File: src/verilog/pmd_regs.svh
`ifndef PMD_REGS_SVH
`define PMD_REGS_SVH

`define PMD_NREG 6
`define PMD_ADR_W 8
`define PMD_OFS_CTRL0 8'h00
`define PMD_OFS_STRIDE 8'h04
`define PMD_OFS_STATUS 8'h18
`define PMD_RESET 8'h00

`define PMD_IMPL0 8'hc7
`define PMD_IMPL1 8'h87
`define PMD_IMPL2 8'h67
`define PMD_IMPL3 8'h3f
`define PMD_IMPL4 8'h51
`define PMD_IMPL5 8'h1e

`define PMD_IDX_PROGMEM 2
`define PMD_IDX_SYSCLK 7
`define PMD_IDX_VREF 6
`define PMD_IDX_EDGE_IRQ 0

`define PMD_ST_BIT_SETTLING 0
`define PMD_ST_BIT_MEM_READY 1

`define PMD_CLK_MHZ 25
`define PMD_INSTR_NS 160
`define PMD_NVM_WAKE_NS 1000
`define PMD_INSTR_CYC ((`PMD_INSTR_NS * `PMD_CLK_MHZ + 999) / 1000)
`define PMD_NVM_CYC ((`PMD_NVM_WAKE_NS * `PMD_CLK_MHZ + 999) / 1000)

`endif

File: src/verilog/pmd_pkg.sv
`default_nettype none
package pmd_pkg;
	typedef enum logic [2:0] {
		PMD_ST_ON = 3'b001,
		PMD_ST_OFF = 3'b010,
		PMD_ST_WAKE = 3'b100
	} pmd_state_t;
	typedef logic [7:0] pmd_byte_t;
endpackage
`default_nettype wire

File: src/verilog/pmd_gate.sv
`timescale 1ns/1ps
`default_nettype none
module pmd_gate #(
	parameter int WAKE_CYC = 4
) (
	input wire logic sys_clk,
	input wire logic rst,
	input wire logic off,
	output logic clk_en_q,
	output logic rst_hold_q,
	output logic block_q
);
	localparam int CW = $clog2(WAKE_CYC + 1);
	pmd_pkg::pmd_state_t st_q, st_d;
	logic [CW-1:0] cnt_q, cnt_d;

	always_comb
	begin
		st_d = st_q;
		cnt_d = cnt_q;
		unique case (st_q)
			pmd_pkg::PMD_ST_ON:
			begin
				if (off)
					st_d = pmd_pkg::PMD_ST_OFF;
			end
			pmd_pkg::PMD_ST_OFF:
			begin
				if (!off)
				begin
					st_d = pmd_pkg::PMD_ST_WAKE;
					cnt_d = CW'(WAKE_CYC - 1);
				end
			end
			pmd_pkg::PMD_ST_WAKE:
			begin
				if (off)
					st_d = pmd_pkg::PMD_ST_OFF;
				else if (cnt_q == '0)
					st_d = pmd_pkg::PMD_ST_ON;
				else
					cnt_d = cnt_q - 1'b1;
			end
			default:
				st_d = pmd_pkg::PMD_ST_ON;
		endcase
	end

	// The enable feeds a latch-based gate cell, so changing it only on
	// a clock edge keeps the gated clock free of runt pulses.
	always_ff @(posedge sys_clk or posedge rst)
	begin
		if (rst)
		begin
			st_q <= pmd_pkg::PMD_ST_ON;
			cnt_q <= '0;
			clk_en_q <= 1'b1;
			rst_hold_q <= 1'b0;
			block_q <= 1'b0;
		end
		else
		begin
			st_q <= st_d;
			cnt_q <= cnt_d;
			clk_en_q <= (st_d != pmd_pkg::PMD_ST_OFF);
			rst_hold_q <= (st_d != pmd_pkg::PMD_ST_ON);
			block_q <= (st_d != pmd_pkg::PMD_ST_ON);
		end
	end
endmodule
`default_nettype wire

File: src/verilog/pmd_top.sv
// Design decisions made here: the placing of the registers and register access over Wishbone.
`timescale 1ns/1ps
`default_nettype none
`include "pmd_regs.svh"
module pmd_top #(
	parameter int INSTR_CYC = `PMD_INSTR_CYC,
	parameter int NVM_CYC = `PMD_NVM_CYC
) (
	input wire logic sys_clk,
	input wire logic rst,
	input wire logic wb_cyc_i,
	input wire logic wb_stb_i,
	input wire logic wb_we_i,
	input wire logic [7:0] wb_adr_i,
	input wire logic [31:0] wb_dat_i,
	input wire logic [3:0] wb_sel_i,
	output logic [31:0] wb_dat_o,
	output logic wb_ack_o,
	output logic [47:0] periph_clk_en,
	output logic [47:0] periph_rst_hold,
	output logic [47:0] periph_access_block,
	output logic [47:0] pps_disable,
	input wire logic sfr_req,
	input wire logic sfr_we,
	input wire logic [5:0] sfr_idx,
	input wire logic [7:0] sfr_rdata,
	output logic sfr_req_q,
	output logic sfr_we_q,
	output logic [7:0] sfr_rdata_q
);
	localparam int NREG = `PMD_NREG;
	localparam logic [47:0] IMPL = {`PMD_IMPL5,
		`PMD_IMPL4,
		`PMD_IMPL3,
		`PMD_IMPL2,
		`PMD_IMPL1,
		`PMD_IMPL0};

	// Word index of a byte address relative to the first control register.
	function automatic logic [5:0] word_index(input logic [7:0] adr);
		logic [7:0] rel;
		rel = adr - `PMD_OFS_CTRL0;
		word_index = rel[7:2];
	endfunction

	logic [NREG-1:0][7:0] ctrl_q;
	logic [47:0] disable_q;
	logic [47:0] gate_block;
	logic [1:0] status_q;
	logic wb_req;
	logic wb_wr;
	logic [5:0] wb_idx;
	logic idx_is_ctrl;
	logic idx_is_status;
	logic [7:0] rd_byte;
	logic sfr_blocked;
	logic settling;

	assign wb_req = wb_cyc_i && wb_stb_i && !wb_ack_o;
	// Writes land at the edge where the master sees ack, so a cycle that
	// is abandoned before then leaves the registers untouched.
	assign wb_wr = wb_cyc_i && wb_stb_i && wb_ack_o && wb_we_i &&
		wb_sel_i[0];
	assign wb_idx = word_index(wb_adr_i);
	assign idx_is_ctrl = (wb_adr_i[1:0] == 2'h0) &&
		(wb_idx < 6'(NREG));
	assign idx_is_status = (wb_adr_i == `PMD_OFS_STATUS);
	assign disable_q = ctrl_q;

	// Control registers: unimplemented bits are masked off on the way in,
	// so they read back as zero without a separate read mask.
	genvar r;
	generate
		for (r = 0; r < NREG; r++)
		begin : g_reg
			logic hit;
			assign hit = wb_wr && idx_is_ctrl && (wb_idx == 6'(r));
			always_ff @(posedge sys_clk or posedge rst)
			begin
				if (rst)
					ctrl_q[r] <= `PMD_RESET;
				else if (hit)
					ctrl_q[r] <= wb_dat_i[7:0] & IMPL[r*8 +: 8];
			end
		end
	endgenerate

	assign rd_byte = idx_is_ctrl ? ctrl_q[wb_idx[2:0]] :
		idx_is_status ? {6'h00, status_q} : 8'h00;

	// Single-cycle answer: ack rises the edge after the strobe and falls
	// one cycle later, so a held strobe starts a new access every second cycle.
	always_ff @(posedge sys_clk or posedge rst)
	begin
		if (rst)
		begin
			wb_ack_o <= 1'b0;
			wb_dat_o <= 32'h0000_0000;
		end
		else
		begin
			wb_ack_o <= wb_req;
			if (wb_req && !wb_we_i)
				wb_dat_o <= {24'h00_0000, rd_byte};
		end
	end

	// One gate per bit; the memory unit gets the longer wake time because
	// its data is not usable straight after the clock returns.
	genvar i;
	generate
		for (i = 0; i < 48; i++)
		begin : g_gate
			pmd_gate #(
				.WAKE_CYC((i == `PMD_IDX_PROGMEM) ? NVM_CYC : INSTR_CYC)
			) u_gate (
				.sys_clk(sys_clk),
				.rst(rst),
				.off(disable_q[i]),
				.clk_en_q(periph_clk_en[i]),
				.rst_hold_q(periph_rst_hold[i]),
				.block_q(gate_block[i])
			);
		end
	endgenerate

	assign periph_access_block = gate_block;
	assign pps_disable = gate_block;

	assign settling = |(periph_rst_hold & ~disable_q);

	always_ff @(posedge sys_clk or posedge rst)
	begin
		if (rst)
			status_q <= 2'h2;
		else
		begin
			status_q[`PMD_ST_BIT_SETTLING] <= settling;
			status_q[`PMD_ST_BIT_MEM_READY] <=
				!gate_block[`PMD_IDX_PROGMEM];
		end
	end

	// Peripheral register access stage. A blocked target sees no write
	// strobe and the core sees zero; this costs one cycle of latency on
	// every register access, traded for outputs straight from flops.
	assign sfr_blocked = gate_block[sfr_idx];

	always_ff @(posedge sys_clk or posedge rst)
	begin
		if (rst)
		begin
			sfr_req_q <= 1'b0;
			sfr_we_q <= 1'b0;
			sfr_rdata_q <= 8'h00;
		end
		else
		begin
			sfr_req_q <= sfr_req && !sfr_blocked;
			sfr_we_q <= sfr_req && sfr_we && !sfr_blocked;
			if (sfr_req && !sfr_we)
				sfr_rdata_q <= sfr_blocked ? 8'h00 : sfr_rdata;
		end
	end
endmodule
`default_nettype wire

File: config.mk
export PLATFORM = sky130hd
export DESIGN_NAME = pmd_top
export DESIGN_NICKNAME = d
export VERILOG_FILES = /design/src/verilog/pmd_pkg.sv /design/src/verilog/pmd_gate.sv /design/src/verilog/pmd_top.sv
export VERILOG_INCLUDE_DIRS = /design/src /design/src/verilog
export SDC_FILE = /design/constraint.sdc
export NUM_CORES = 1
export LEC_CHECK = 0
export ABC_AREA = 1
export BUFFER_PORTS_ARGS = -buffer_cell sky130_fd_sc_hd__buf_2
export CORE_MARGIN = 5
export CORE_UTILIZATION = 57
export CTS_BUF_LIST = sky130_fd_sc_hd__clkbuf_16
export DETAILED_ROUTE_END_ITERATION = 12
export PLACE_DENSITY = 0.85
export SLEW_MARGIN = 20
export SYNTH_ARGS = -nofsm -noshare
export SYNTH_HDL_FRONTEND = slang
export SYNTH_SLANG_ARGS = --single-unit
File: constraint.sdc
create_clock -name sys_clk -period 15 [get_ports sys_clk]
set_input_delay 1.5 -clock sys_clk [delete_from_list [all_inputs] [get_ports sys_clk]]
set_output_delay 1.5 -clock sys_clk [all_outputs]
set_load 0.005 [all_outputs]
==> impl_table.tex <==
\begin{tabular}{lr}
\hline
Metric & Value \\
\hline
\multicolumn{2}{l}{\textbf{Yosys}} \\
\quad Number of cells produced by synthesis & between 2,000 and 2,500 \\
\quad Synth Register Bits & roughly 430 \\
\quad Part of the Yosys area used for sequential elements & 0.5262 \\
\quad Yosys warns & 0 \\
\quad Area share of and/or/nand/nor cells after synthesis & 0.1586 \\
\quad Mux cell area share after synthesis & 0 \\
\quad Count of different cell masters after synthesis & 49 \\
\quad Post-synthesis average cell area & a little over 9 sq um \\
\quad Post-synthesis cell type with the largest combined area & sky130\_fd\_sc\_hd\_\_dfrtp\_1 \\
\quad Number of enable-type register cells in the synthesized netlist & 0 \\
\quad Most area-consuming cells after synthesis & sky130\_fd\_sc\_hd\_\_dfrtp\_1, sky130\_fd\_sc\_hd\_\_dfstp\_2, sky130\_fd\_sc\_hd\_\_buf\_4 \\
\quad Xor/xnor share of the synthesized area & 0.01511 \\
\quad Post-synthesis instance area & between 20,000 and 25,000 sq um \\
\quad Share of synthesized flip-flops with an asynchronous set or reset & 1.000 \\
\quad Fraction of the mapped netlist area in compound gates & 0.08177 \\
\quad Fraction of post-synthesis cell area in the top cell type by area & 0.4041 \\
\quad Adder-cell share of the synthesized area & 0.05755 \\
\quad Commonest register cell after synthesis & sky130\_fd\_sc\_hd\_\_dfrtp\_1 \\
\quad Combinational family with the most area after synthesis & buffers and inverters \\
\multicolumn{2}{l}{\textbf{Route}} \\
\quad Via count & roughly 15,000 \\
\quad DRC errors left & 0 \\
\quad Antenna-violating nets left & 0 \\
\quad Avg Vias per Cell & a little over 5 \\
\quad Number of iterations in the first detailed-routing pass & 6 \\
\quad Avg WL per Cell & around 15 microns \\
\quad Number of DRC markers after the initial detailed-route iteration & between 1,000 and 1,500 \\
\quad Detailed-route wire length & around 44,000 microns \\
\multicolumn{2}{l}{\textbf{Placed design}} \\
\quad HPWL Detailed & between 30,000 and 40,000 microns \\
\quad Total of buffers placed on input and output ports & between 200 and 250 \\
\quad Weighted congestion at the end of routability-driven global placement & between 0.9 and 1 \\
\multicolumn{2}{l}{\textbf{Timing}} \\
\quad Final Hold Slack & about 480 ps \\
\quad Achievable clock frequency & around 330 MHz \\
\quad Post-route clock period utilization & 0.2031 \\
\quad Slew Viols, Final & 0 \\
\quad Worst slew margin relative to its limit & 0.2929 \\
\quad Max Clock Skew & 16.50 ps \\
\quad Actual transition at the worst max-transition pin & 1061 ps \\
\quad Hold Violations, Final & 0 \\
\quad Unrepaired setup endpoints after global routing & false \\
\quad Final setup fails & 0 \\
\quad Minimum period implied by the final worst setup slack & 3047 ps \\
\quad Setup total negative slack & 0 ps \\
\multicolumn{2}{l}{\textbf{Clock tree}} \\
\quad Number of buffers added by the clock tree synthesis step & 44 \\
\quad Max Root-Sink Buffers & 3 \\
\quad Reg clk slew, reported paths & approximately 60 ps \\
\quad Clock Latency Late Sink & about 570 ps \\
\quad Number of levels in the clock H-tree & 2 \\
\quad Number of gates given a new drive strength after cts & 0 \\
\quad CTS tree & done \\
\quad Post-CTS setup buffers & 0 \\
\quad Clock Root Buffer & sky130\_fd\_sc\_hd\_\_clkbuf\_16 \\
\quad Sinks on the clock net & 434 \\
\quad \# hold bufs at CTS & 0 \\
\multicolumn{2}{l}{\textbf{Worst setup path}} \\
\quad Arrival time at the worst endpoint & about 3700 ps \\
\quad Worst setup EP type & asynchronous set/reset pin \\
\quad Reg-to-reg setup timing slack & between 10,000 and 15,000 ps \\
\quad Top fanout value on the critical path & a little under 90 \\
\quad Required @ worst endpoint & between 15,000 and 20,000 ps \\
\quad Class of the most critical setup path & input port to asynchronous set/reset pin \\
\quad Kind of start point of the critical path & input port \\
\multicolumn{2}{l}{\textbf{Power and ir drop}} \\
\quad Internal Pwr Total & 1.876 mW \\
\quad Leak pwr & about 12 nW \\
\quad Power dissipated by switching net loads & roughly 550 uW \\
\quad Reg power frac & 0.505 \\
\quad Total power density per cell area & $\sim$110 nW/um\^{}2 \\
\quad Portion of total power attributed to the clock network & 0.445 \\
\quad Fraction of power spent switching nets & 0.2256 \\
\quad Max rail drop VDD & around 0.000090 V \\
\quad Fraction of power consumed by combinational cells & 0.050 \\
\multicolumn{2}{l}{\textbf{Min path}} \\
\quad Tightest Hold Check Type & flip-flop to flip-flop \\
\multicolumn{2}{l}{\textbf{Status}} \\
\quad Result of the run & finished, final reports clean \\
\multicolumn{2}{l}{\textbf{Job}} \\
\quad Max Cap Viol & 0 \\
\multicolumn{2}{l}{\textbf{Global routing}} \\
\quad Maximum number of pins on one net before global-route repair & 192 \\
\quad Total global routing overflow & 0 \\
\quad Number of global-route vias before repair & between 10,000 and 15,000 \\
\quad Total routing usage reported by global routing & 0.2132 \\
\quad Global-route wire length before repair & slightly above 70,000 microns \\
\quad Antenna violations before repair & 3 \\
\multicolumn{2}{l}{\textbf{Final layout}} \\
\quad Layout cell share with drive strength beyond 1 & 0.2002 \\
\quad Area growth, synth to finish & 8.675\% \\
\quad Filler cell count in the final layout & roughly 2,700 \\
\quad Combined area of the multi-input logic cells & around 6800 sq um \\
\quad Final net count & 2,543 \\
\quad Register Area & between 10,000 and 15,000 sq um \\
\multicolumn{2}{l}{\textbf{Die}} \\
\quad Number of top-level pins & 300 \\
\quad Area enclosed by the die boundary & 40,540 sq um \\
\quad Effective utilization at floorplan & 0.5742 \\
\quad Core area & 36,350 sq um \\
\quad Row Count & 70 \\
\quad Die extent in y & 201.4 microns \\
\quad Overall die width & $\sim$200 microns \\
\hline
\end{tabular}
==> per-layer routing <==
layer,global-route usage,share of wire
met1,0.2548,0.38
met2,0.3770,0.51
met3,0.04899,0.074
met4,0.08032,0.035
met5,0,0.00043
==> cells by family after synthesis <==
kind of cell / Yosys count
buffers and inverters: 667
AND/OR/NAND/NOR: 723
adder cells (fa/ha/maj): 96
other: 2
XOR/XNOR: 36
flip-flops: 434
AO/OA/AOI/OAI: 301
==> area by class of cell <==
type                       instances  share of cell area
clock buffer                      45             0.04965
multi-input combinational       1222              0.2990
sequential                       434              0.4842
tap                              468             0.02582
antenna                            2           0.0002207
inverter                         429             0.07133
clock inverter                    37             0.01335
timing repair buffer             251             0.05644
==> cells in the final DEF (no fill, tap or decap), drive strengths merged, types with 7 or more instances in the layout <==
cell / instances
inv: 444
dfrtp: 337
nand2: 275
buf: 251
nor2: 217
o21ai: 168
dfstp: 97
ha: 96
nand3: 76
nor3: 72
conb: 66
a21oi: 56
clkbuf: 45
a31oi: 35
xor2: 30
nor3b: 29
or2: 28
clkinv: 15
o22ai: 9
nand4: 8
nand3b: 7
==> path summary, 6_finish.rpt <==
kind | start | endpoint | cells past startpoint
hold reg to reg | sfr_rdata_q[7]$_DFFE_PP0P_ | sfr_rdata_q[7]$_DFFE_PP0P_ | 2
hold / removal | sfr_rdata_q[7]$_DFFE_PP0P_ | sfr_rdata_q[7]$_DFFE_PP0P_ | 2
setup reg to reg | g_gate[31].u_gate.cnt_q[0]$_DFFE_PP0P_ | g_gate[31].u_gate.cnt_q[2]$_DFFE_PP0P_ | 9
min in group asynchronous | rst | g_gate[45].u_gate.cnt_q[1]$_DFFE_PP0P_ | 2
setup / recovery | rst | g_gate[2].u_gate.cnt_q[0]$_DFFE_PP0P_ | 4
max in group sys_clk | g_gate[44].u_gate.rst_hold_q$_DFF_PP0_ | periph_rst_hold[44] | 1
==> metrics by stage <==
step	worst slack, ps	instances	total power, mW	area, sq um	util
CTS	11520	2886	2.446	22670	0.6238
detailed placement	10910	2804	1.363	21240	0.5844
floorplan	1572	2323	1.329	21110	-
global placement	10970	2804	1.352	21240	0.5844
finish	11950	2888	2.423	22680	0.6240
global route	11560	2888	2.522	22680	0.6240
==> critical path: stages <==
cell                    delay [ps]
sky130_fd_sc_hd__buf_2         130
sky130_fd_sc_hd__inv_8         400
sky130_fd_sc_hd__buf_4         810
sky130_fd_sc_hd__buf_6         660
==> registers in the layout, summed over array words and instances, names as in the netlist <==
signal	flops
sfr_rdata_q	8
wb_ack_o	1
ctrl_q	27
g_gate.u_gate.clk_en_q	48
wb_dat_o	8
g_gate.u_gate.cnt_q	146
g_gate.u_gate.st_q	144
sfr_req_q	1
status_q	2
sfr_we_q	1
g_gate.u_gate.rst_hold_q	48
==> cell usage after synthesis (3+ instances only) <==
cell type	n
sky130_fd_sc_hd__inv_1	425
sky130_fd_sc_hd__dfrtp_1	337
sky130_fd_sc_hd__nand2_1	265
sky130_fd_sc_hd__buf_4	217
sky130_fd_sc_hd__nor2_1	211
sky130_fd_sc_hd__o21ai_0	138
sky130_fd_sc_hd__dfstp_2	97
sky130_fd_sc_hd__ha_1	96
sky130_fd_sc_hd__nand3_1	72
sky130_fd_sc_hd__nor3_1	62
sky130_fd_sc_hd__a21oi_1	55
sky130_fd_sc_hd__a31oi_1	35
sky130_fd_sc_hd__xor2_1	30
sky130_fd_sc_hd__nor3b_1	29
sky130_fd_sc_hd__or2_2	27
sky130_fd_sc_hd__o21ai_1	20
sky130_fd_sc_hd__buf_2	17
sky130_fd_sc_hd__o21ai_2	10
sky130_fd_sc_hd__o22ai_1	9
sky130_fd_sc_hd__nand2_2	8
sky130_fd_sc_hd__nand4_1	8
sky130_fd_sc_hd__nand3b_1	7
sky130_fd_sc_hd__nor3_2	7
sky130_fd_sc_hd__xnor2_1	6
sky130_fd_sc_hd__and2_1	5
sky130_fd_sc_hd__nor4_1	5
sky130_fd_sc_hd__o211ai_1	5
sky130_fd_sc_hd__o31ai_1	5
sky130_fd_sc_hd__a22o_1	4
sky130_fd_sc_hd__inv_2	4
sky130_fd_sc_hd__nand3_2	4
sky130_fd_sc_hd__nor2_4	4
sky130_fd_sc_hd__a22oi_1	3
sky130_fd_sc_hd__a41oi_1	3
sky130_fd_sc_hd__clkbuf_1	3
sky130_fd_sc_hd__nor3_4	3
sky130_fd_sc_hd__o2111ai_1	3
sky130_fd_sc_hd__o21a_1	3
==> power groups by stage <==
stage	clock, mW	sequential, mW	combinational (mW)
detailed placement	0	1.24	0.120
finish	1.08	1.22	0.121
global route	1.16	1.23	0.140
CTS	1.10	1.22	0.122
floorplan	0	1.24	0.0894
global placement	0	1.24	0.111
No activity file was read; power rests on OpenSTA's default activity.
